--- src/design/ire_map.svh ---
// register map, field positions and reset values of the redirection entries
`ifndef IRE_MAP_SVH
`define IRE_MAP_SVH
`define IRE_IDX_LO_FIRST   6'h10
`define IRE_IDX_HI_FIRST   6'h11
`define IRE_IDX_LAST       6'h3f
`define IRE_VEC_MSB        7
`define IRE_VEC_LSB        0
`define IRE_DELIVERY_KIND_FIELD_MSB       10
`define IRE_DELIVERY_KIND_FIELD_LSB       8
`define IRE_TARGET_ADDRESSING_MODE_BIT       11
`define IRE_PEND_BIT       12
`define IRE_MASK_BIT       16
`define IRE_DID_MSB        31
`define IRE_DID_LSB        24
`define IRE_EXTENDED_TARGET_IDENTIFIER_MSB       23
`define IRE_EXTENDED_TARGET_IDENTIFIER_LSB       16
`define IRE_MASK_RST       1'b1
`define IRE_VEC_RST        8'h00
`define IRE_DELIVERY_KIND_FIELD_RST       3'h0
`define IRE_ID_RST         8'h00
`define IRE_MSG_BASE       12'hfee
`define IRE_MAX_IRQ        24
`endif

--- src/design/ire_pkg.sv ---
// types shared by the redirection entry and message launch logic
package ire_pkg;
  typedef enum logic [2:0] {
    IRE_DK_FIXED   = 3'b000,
    IRE_DK_LOWEST  = 3'b001,
    IRE_DK_SMI     = 3'b010,
    IRE_DK_RSVD3   = 3'b011,
    IRE_DK_NMI     = 3'b100,
    IRE_DK_INIT    = 3'b101,
    IRE_DK_RSVD6   = 3'b110,
    IRE_DK_EXTINT  = 3'b111
  } ire_kind_e;

  typedef enum logic [0:0] {
    IRE_ST_IDLE = 1'b0,
    IRE_ST_SEND = 1'b1
  } ire_state_e;
endpackage : ire_pkg

--- src/design/ire_redirect.sv ---
// redirection table with apb access and interrupt message launch
`timescale 1ns/1ps
`include "ire_map.svh"
module ire_redirect #(
  parameter int NUM_IRQ = 24,
  parameter int ADDR_W  = 8
) (
  input  wire logic               pclk,
  input  wire logic               presetn,
  input  wire logic               psel,
  input  wire logic               penable,
  input  wire logic               pwrite,
  input  wire logic [ADDR_W-1:0]  paddr,
  input  wire logic [31:0]        pwdata,
  output logic      [31:0]        prdata,
  output logic                    pready,
  output logic                    pslverr,
  input  wire logic [NUM_IRQ-1:0] irq_in,
  output logic                    msg_valid,
  input  wire logic               msg_ready,
  output logic      [31:0]        msg_addr,
  output logic      [7:0]         msg_vector,
  output logic      [2:0]         msg_kind,
  output logic                    msg_logical,
  output logic      [3:0]         msg_phys_target
);
  localparam int SEL_W = $clog2(NUM_IRQ + 1);

  if (NUM_IRQ < 1 || NUM_IRQ > `IRE_MAX_IRQ) begin : g_bad_irq
    $error("NUM_IRQ must lie between 1 and 24");
  end
  if (ADDR_W < 8) begin : g_bad_addr
    $error("ADDR_W must be at least 8");
  end

  logic [NUM_IRQ-1:0][31:0] lo_words;
  logic [NUM_IRQ-1:0][31:0] hi_words;
  logic [NUM_IRQ-1:0][7:0]  vecs;
  logic [NUM_IRQ-1:0][2:0]  kinds;
  logic [NUM_IRQ-1:0]       dstms;
  logic [NUM_IRQ-1:0][7:0]  dids;
  logic [NUM_IRQ-1:0][7:0]  edids;
  logic [NUM_IRQ-1:0]       reqs;
  logic [NUM_IRQ-1:0]       wr_lo;
  logic [NUM_IRQ-1:0]       wr_hi;
  logic [NUM_IRQ-1:0]       acks;

  // ---- apb decode ----
  logic [5:0]  idx;
  logic [5:0]  rel;
  logic [4:0]  ent;
  logic        is_hi;
  logic        mapped;
  logic        acc;
  logic [31:0] rd_word;
  logic [31:0] prdata_ff, nxt_prdata;

  assign idx   = paddr[7:2];
  assign rel   = idx - `IRE_IDX_LO_FIRST;
  assign ent   = rel[5:1];
  assign is_hi = idx[0];
  // byte address is four times the word index; high halves at 11h, 13h .. 3Fh
  // a shift rather than a part-select, so the test also holds when ADDR_W is exactly 8
  assign mapped = (paddr[1:0] == 2'b00) && ((paddr >> 8) == '0) &&
                  (idx >= `IRE_IDX_LO_FIRST) && (idx <= `IRE_IDX_LAST) &&
                  (32'(ent) < 32'(NUM_IRQ));
  assign acc    = psel & penable;

  always_comb begin
    rd_word = 32'h0000_0000;
    for (int n = 0; n < NUM_IRQ; n++) begin
      if (mapped && 32'(ent) == 32'(n)) begin
        rd_word = is_hi ? hi_words[n] : lo_words[n];
      end
    end
  end

  // read data is captured in the setup cycle so it comes from a flip-flop
  always_comb begin
    nxt_prdata = prdata_ff;
    if (psel && !penable) begin
      nxt_prdata = pwrite ? 32'h0000_0000 : rd_word;
    end
  end

  always_ff @(posedge pclk or negedge presetn) begin
    if (!presetn) begin
      prdata_ff <= 32'h0000_0000;
    end else begin
      prdata_ff <= nxt_prdata;
    end
  end

  assign prdata  = prdata_ff;
  assign pready  = 1'b1;
  assign pslverr = acc & ~mapped;

  always_comb begin
    for (int n = 0; n < NUM_IRQ; n++) begin
      wr_lo[n] = acc && pwrite && mapped && !is_hi && (32'(ent) == 32'(n));
      wr_hi[n] = acc && pwrite && mapped && is_hi && (32'(ent) == 32'(n));
    end
  end

  // ---- entries ----
  for (genvar g = 0; g < NUM_IRQ; g++) begin : g_entry
    ire_entry u_entry (
      .pclk                       (pclk),
      .presetn                    (presetn),
      .wr_lo                      (wr_lo[g]),
      .wr_hi                      (wr_hi[g]),
      .wdata                      (pwdata),
      .ack                        (acks[g]),
      .irq_in                     (irq_in[g]),
      .lo_word                    (lo_words[g]),
      .hi_word                    (hi_words[g]),
      .req                        (reqs[g]),
      .interrupt_vector_field     (vecs[g]),
      .delivery_kind_field        (kinds[g]),
      .target_addressing_mode     (dstms[g]),
      .target_identifier          (dids[g]),
      .extended_target_identifier (edids[g])
    );
  end

  // ---- message launch ----
  ire_pkg::ire_state_e state_ff, nxt_state;
  logic [SEL_W-1:0]    sel_ff, nxt_sel;
  logic [31:0]         addr_ff, nxt_addr;
  logic [7:0]          vec_ff, nxt_vec;
  logic [2:0]          kind_ff, nxt_kind;
  logic                logical_ff, nxt_logical;
  logic [3:0]          phys_ff, nxt_phys;
  logic                found;
  logic [SEL_W-1:0]    pick;

  // lowest-numbered requesting input wins
  always_comb begin
    found = 1'b0;
    pick  = '0;
    for (int n = NUM_IRQ - 1; n >= 0; n--) begin
      if (reqs[n]) begin
        found = 1'b1;
        pick  = SEL_W'(n);
      end
    end
  end

  always_comb begin
    nxt_state   = state_ff;
    nxt_sel     = sel_ff;
    nxt_addr    = addr_ff;
    nxt_vec     = vec_ff;
    nxt_kind    = kind_ff;
    nxt_logical = logical_ff;
    nxt_phys    = phys_ff;
    acks        = '0;
    case (state_ff)
      ire_pkg::IRE_ST_IDLE: begin
        if (found) begin
          nxt_state   = ire_pkg::IRE_ST_SEND;
          nxt_sel     = pick;
          nxt_addr    = {`IRE_MSG_BASE, dids[pick], edids[pick], 1'b0,
                         dstms[pick], 2'b00};
          nxt_vec     = vecs[pick];
          nxt_kind    = kinds[pick];
          nxt_logical = dstms[pick];
          // physical targets use only the low nibble of the identifier
          nxt_phys    = dstms[pick] ? 4'h0 : dids[pick][3:0];
        end
      end
      ire_pkg::IRE_ST_SEND: begin
        if (msg_ready) begin
          nxt_state    = ire_pkg::IRE_ST_IDLE;
          acks[sel_ff] = 1'b1;
        end
      end
      default: begin
        nxt_state = ire_pkg::IRE_ST_IDLE;
      end
    endcase
  end

  always_ff @(posedge pclk or negedge presetn) begin
    if (!presetn) begin
      state_ff   <= ire_pkg::IRE_ST_IDLE;
      sel_ff     <= '0;
      addr_ff    <= 32'h0000_0000;
      vec_ff     <= `IRE_VEC_RST;
      kind_ff    <= `IRE_DELIVERY_KIND_FIELD_RST;
      logical_ff <= 1'b0;
      phys_ff    <= 4'h0;
    end else begin
      state_ff   <= nxt_state;
      sel_ff     <= nxt_sel;
      addr_ff    <= nxt_addr;
      vec_ff     <= nxt_vec;
      kind_ff    <= nxt_kind;
      logical_ff <= nxt_logical;
      phys_ff    <= nxt_phys;
    end
  end

  // a message once launched is not withdrawn if the entry is masked meanwhile
  assign msg_valid       = (state_ff == ire_pkg::IRE_ST_SEND);
  assign msg_addr        = addr_ff;
  assign msg_vector      = vec_ff;
  assign msg_kind        = kind_ff;
  assign msg_logical     = logical_ff;
  assign msg_phys_target = phys_ff;
endmodule : ire_redirect

--- src/design/ire_entry.sv ---
// one redirection entry: low and high halves, edge capture and pending flag
`timescale 1ns/1ps
`include "ire_map.svh"
module ire_entry (
  input  wire logic        pclk,
  input  wire logic        presetn,
  input  wire logic        wr_lo,
  input  wire logic        wr_hi,
  input  wire logic [31:0] wdata,
  input  wire logic        ack,
  input  wire logic        irq_in,
  output logic      [31:0] lo_word,
  output logic      [31:0] hi_word,
  output logic             req,
  output logic      [7:0]  interrupt_vector_field,
  output logic      [2:0]  delivery_kind_field,
  output logic             target_addressing_mode,
  output logic      [7:0]  target_identifier,
  output logic      [7:0]  extended_target_identifier
);
  logic [7:0] vec_ff, nxt_vec;
  logic [2:0] delivery_kind_field_ff, nxt_delivery_kind_field;
  logic       target_addressing_mode_ff, nxt_target_addressing_mode;
  logic       mask_ff, nxt_mask;
  logic [7:0] did_ff, nxt_did;
  logic [7:0] extended_target_identifier_ff, nxt_extended_target_identifier;
  logic       pend_ff, nxt_pend;
  logic       irq_ff, nxt_irq;
  logic       supported;
  logic       rise;

  // only fixed and lowest-priority delivery are served; every input is edge-triggered
  assign supported = (delivery_kind_field_ff == ire_pkg::IRE_DK_FIXED) ||
                     (delivery_kind_field_ff == ire_pkg::IRE_DK_LOWEST);
  assign rise      = irq_in & ~irq_ff;

  always_comb begin
    nxt_vec  = vec_ff;
    nxt_delivery_kind_field = delivery_kind_field_ff;
    nxt_target_addressing_mode = target_addressing_mode_ff;
    nxt_mask = mask_ff;
    nxt_did  = did_ff;
    nxt_extended_target_identifier = extended_target_identifier_ff;
    nxt_irq  = irq_in;
    if (wr_lo) begin
      nxt_vec  = wdata[`IRE_VEC_MSB:`IRE_VEC_LSB];
      nxt_delivery_kind_field = wdata[`IRE_DELIVERY_KIND_FIELD_MSB:`IRE_DELIVERY_KIND_FIELD_LSB];
      nxt_target_addressing_mode = wdata[`IRE_TARGET_ADDRESSING_MODE_BIT];
      nxt_mask = wdata[`IRE_MASK_BIT];
    end
    if (wr_hi) begin
      nxt_did  = wdata[`IRE_DID_MSB:`IRE_DID_LSB];
      nxt_extended_target_identifier = wdata[`IRE_EXTENDED_TARGET_IDENTIFIER_MSB:`IRE_EXTENDED_TARGET_IDENTIFIER_LSB];
    end
    nxt_pend = pend_ff;
    if (ack) begin
      nxt_pend = 1'b0;
    end
    // a new edge in the acceptance cycle stays pending
    if (rise && !mask_ff && supported) begin
      nxt_pend = 1'b1;
    end
    // masked inputs hold nothing pending
    if (nxt_mask) begin
      nxt_pend = 1'b0;
    end
  end

  always_ff @(posedge pclk or negedge presetn) begin
    if (!presetn) begin
      vec_ff  <= `IRE_VEC_RST;
      delivery_kind_field_ff <= `IRE_DELIVERY_KIND_FIELD_RST;
      target_addressing_mode_ff <= 1'b0;
      mask_ff <= `IRE_MASK_RST;
      did_ff  <= `IRE_ID_RST;
      extended_target_identifier_ff <= `IRE_ID_RST;
      pend_ff <= 1'b0;
      irq_ff  <= 1'b0;
    end else begin
      vec_ff  <= nxt_vec;
      delivery_kind_field_ff <= nxt_delivery_kind_field;
      target_addressing_mode_ff <= nxt_target_addressing_mode;
      mask_ff <= nxt_mask;
      did_ff  <= nxt_did;
      extended_target_identifier_ff <= nxt_extended_target_identifier;
      pend_ff <= nxt_pend;
      irq_ff  <= nxt_irq;
    end
  end

  assign req     = pend_ff & supported & ~mask_ff;
  assign lo_word = {15'h0000, mask_ff, 3'h0, pend_ff, target_addressing_mode_ff, delivery_kind_field_ff, vec_ff};
  assign hi_word = {did_ff, extended_target_identifier_ff, 16'h0000};
  assign interrupt_vector_field     = vec_ff;
  assign delivery_kind_field        = delivery_kind_field_ff;
  assign target_addressing_mode     = target_addressing_mode_ff;
  assign target_identifier          = did_ff;
  assign extended_target_identifier = extended_target_identifier_ff;
endmodule : ire_entry

--- config.mk ---
export PLATFORM = sky130hd
export DESIGN_NAME = ire_redirect
export DESIGN_NICKNAME = d
export VERILOG_FILES = /design/src/design/ire_pkg.sv /design/src/design/ire_redirect.sv /design/src/design/ire_entry.sv
export VERILOG_INCLUDE_DIRS = /design/src /design/src/design
export SDC_FILE = /design/constraint.sdc
export NUM_CORES = 2
export LEC_CHECK = 0
export BUFFER_PORTS_ARGS = -buffer_cell sky130_fd_sc_hd__buf_2
export CAP_MARGIN = 10
export CORE_MARGIN = 2
export CORE_UTILIZATION = 61
export CTS_BUF_LIST = sky130_fd_sc_hd__clkbuf_16
export DETAILED_ROUTE_END_ITERATION = 6
export PLACE_DENSITY = 0.76
export SETUP_SLACK_MARGIN = 0.15
export SYNTH_ARGS = -nofsm -noshare
export SYNTH_HDL_FRONTEND = slang
export SYNTH_SLANG_ARGS = --single-unit
--- constraint.sdc ---
create_clock -name pclk -period 4.4 [get_ports pclk]
set_clock_uncertainty 0.05 [all_clocks]
set_input_delay 0.22 -clock pclk [delete_from_list [all_inputs] [get_ports pclk]]
set_output_delay 0.22 -clock pclk [all_outputs]
set_load 0.05 [all_outputs]
==> run summary <==
Status -> finished, violations left
Failing checks -> design-rule violations
R2R cell count -> 11
Final #Nets -> 4256
Combinational Power Share -> 0.159
GRT busiest layer -> met2
Starting Density -> 0.6182
Cell Rows -> 96
Leakage -> 21.68 nW
Final setup fails -> 0
Seq cells post-synth -> 812
Most frequent cells in the layout -> dfrtp_1 (788), nand2_1 (708), mux2_2 (698), nand3_1 (238), buf_4 (188)
MaxCap Viol Count -> 0
Initial antenna violation count -> 5
WL final -> 143.5 mm
Vias in the first global route -> 34477
Clock power share -> 0.387
Worst-path clk slew -> 60 ps
Via density -> 7.042
Final antenna-violating net count -> 0
Pint -> 12.08 mW
Setup TNS -> 0 ps
Register share of total power -> 0.454
CTS tree -> done
Core Footprint -> 68710 um2
H-tree Lvls -> 3
Grt total ovfl -> 0
VDD IR max -> 0.0002594 V
Met2 usage -> 0.5646
Overall routing resource usage -> 0.3953
Per-cell routed wire length -> 27.64 um
Global-route wire length before repair -> 215.6 mm
Met1 usage -> 0.5563
Worst-path cell chain -> or4b_2 -> o211ai_1 -> a221o_1 -> a31o_4 -> buf_12 -> nand2_1 -> and3_1 -> a311oi_1 -> a31oi_1 -> a2bb2oi_1 -> o21ai_1
Fillers -> 5071
CP endpoint kind -> register
Kind of start point of the critical path -> register
Crit Path Max Fanout -> 24
Share of cells above drive strength 1 -> 0.2982
CTS root buffer -> clkbuf_16
Mean area per synthesized cell -> 10.42 um2
Synthesis-to-layout area growth -> 12.44%
HP Class -> in2reg
DR iter-0 viols -> 5551
Post-synth EDFFs -> 0
Final period demand of the worst path -> 4250 ps
CP Depth -> 11
Slowest stage cell, crit path -> or4b_2
Post-Syn Instances -> 4076
Skew-Pair Late Insertion Delay -> 650 ps
Detailed-route DRC error count -> 12
Final Hold Viols -> 0
Max Fclk -> 235.3 MHz
IO Port Bufs -> 139
Post-synth top area share -> 0.4643
Total power draw -> 17.26 mW
Seq/Total Area, Yosys -> 0.4791
Synth async-reset ratio -> 1.000
WP data required -> 4930 ps
Num ports -> 153
Ys Warns -> 0
Period utilization -> 0.9658
Post-synth cell types -> 85
Hold Path Stages -> 3
Power Density -> 361.4 nW/um2
Sw frac -> 0.3001
Die width -> 267.9 um
Reported net switching power -> 5.180 mW
Fin. max-slew vios -> 0
Most common cell after layout, fill and taps aside -> dfrtp_1
M3 GR Usage -> 0.1251
Largest net degree at the start of global routing -> 104
RSZ-0062 raised after global routing -> no
Fin util -> 0.6951
CTS buffer count -> 86
Clk buf depth -> 3
Synth area leaders -> dfrtp_1 (46%), mux2_2 (19%), nand2_1 (6.3%)
Worst Setup Path Type -> reg2reg
Post-Syn Area -> 42470 um2
DP Wirelength -> 95.26 mm
Die Area -> 71760 um2
Die height -> 267.9 um
Routability Congestion -> 0.9908
Primary FF master, synth -> dfrtp_1
Vias post-DR -> 36549
Arrival time at the worst endpoint -> 4780 ps
Buf+Inv Stages, Crit Path -> 1
Top cell type by total area after synthesis -> dfrtp_1
Slew HR -> 0.2070
Clock sink total -> 812
Max incr delay on CP -> 750 ps
DR pass1 iterations -> 7
Crit-path leading delay family -> compound AO/OA/AOI/OAI gates
Worst-Margin Slew -> 1190 ps
## flip-flops by register name (all words and copies together) (netlist names), 4 cells and up
name	count
g_entry.u_entry.irq_ff	24
g_entry.u_entry.mask_ff	24
prdata	29
g_entry.u_entry.delivery_kind_field	72
msg_vector	8
g_entry.u_entry.pend_ff	24
msg_addr	18
msg_phys_target	4
g_entry.u_entry.interrupt_vector_field	192
sel_ff	5
g_entry.u_entry.extended_target_identifier	192
g_entry.u_entry.target_addressing_mode	24
g_entry.u_entry.target_identifier	192
## kinds of logic after synthesis
| family | Yosys count | share of synthesized area |
|---|---|---|
| other | 2 | 0.0001768 |
| and+or+nand+nor | 1323 | 0.1443 |
| AOI/OAI and AO/OA | 810 | 0.1383 |
| adders and majority gates | 1 | 0.0002945 |
| DFF | 812 | 0.4791 |
| muxes | 747 | 0.1984 |
| buffers and inverters | 381 | 0.03941 |
## worst paths after layout
check	to	slack [ps]	start
worst max register to register	msg_addr[9]$_DFFE_PN0P_	150	g_entry[20].u_entry.mask_ff$_DFF_PN1_
worst min register to register	prdata[23]$_DFFE_PN0P_	420	prdata[23]$_DFFE_PN0P_
max in group asynchronous	g_entry[3].u_entry.mask_ff$_DFF_PN1_	2950	presetn
worst max-delay path	msg_addr[9]$_DFFE_PN0P_	150	g_entry[20].u_entry.mask_ff$_DFF_PN1_
worst min-delay path	g_entry[23].u_entry.interrupt_vector_field[0]$_DFFE_PN0P_	50	pwdata[0]
min in group asynchronous	g_entry[3].u_entry.extended_target_identifier[3]$_DFFE_PN0P_	140	presetn
## stage by stage
stage                     hold WS (ps)  worst slack (ps)  cell area (um2)  instances
after floorplan                 -125.6              1092            42500       4083
after detailed placement         265.7             316.7            44860       4993
after global routing             66.77             141.7            47750       5188
after CTS                        8.280             348.6            47680       5179
after global placement           271.8             422.2            44860       4993
final                            52.90             150.4            47760       5190
## Yosys cell counts, types with 14 or more instances
master and n:
o31ai_1 38, a221oi_1 78, mux2i_1 43, nor2_1 97, a31oi_1 39, nand3_1 238, a21o_1 14, a311oi_1 86
nand2_1 709, a222oi_1 34, a211oi_1 29, and3_1 70, o21ai_0 82, buf_4 26, nor4_1 32, nor3_1 48
a22oi_1 66, a221o_1 21, buf_2 105, clkbuf_1 206, dfstp_2 24, dfrtp_1 788, buf_1 31, a21oi_1 181
a22o_1 24, a2111oi_0 17, mux2_2 698
## worst reg2reg max path: cells and delay by family (launching register included)
| kind | cells | cell delay [ps] |
|---|---|---|
| buffers and inverters | 1 | 280 |
| DFF | 1 | 410 |
| and+or+nand+nor | 3 | 1020 |
| AOI/OAI and AO/OA | 7 | 2420 |
## routing by layer
layer,routed length (um),up-vias,share of wire
met5,39,-,0.00027
met1,55050,18025,0.38
met2,60860,2744,0.42
met3,20490,449,0.14
met4,7018,6,0.049
li1,-,15325,-
## layout make-up
| class | instances | area, um2 | share of cell area |
|---|---|---|---|
| timing repair buffer | 383 | 2973 | 0.06225 |
| inverter | 11 | 41.29 | 0.0008646 |
| clock buffer | 89 | 2227 | 0.04663 |
| tap | 931 | 1165 | 0.02439 |
| sequential | 812 | 20350 | 0.4261 |
| multi-input combinational | 2891 | 20680 | 0.4331 |
| clock inverter | 69 | 307.8 | 0.006445 |
| antenna | 4 | 10.01 | 0.0002096 |
## power groups by stage
stage	Sequential, mW	Combinational (mW)	Clock [mW]
after floorplan	8.14	1.25	0
after global placement	7.95	2.55	0
after detailed placement	7.96	2.59	0
after CTS	7.82	2.62	6.70
after global routing	7.84	2.85	7.02
final	7.83	2.75	6.68
## timing repair
action	in CTS	in global routing
endpoints found under the setup margin	0	5
hold buffers	28	0
gates resized for setup	0	1
setup buffers	0	6
endpoints found under the hold margin	133	0
(Power assumes the default switching activity.)
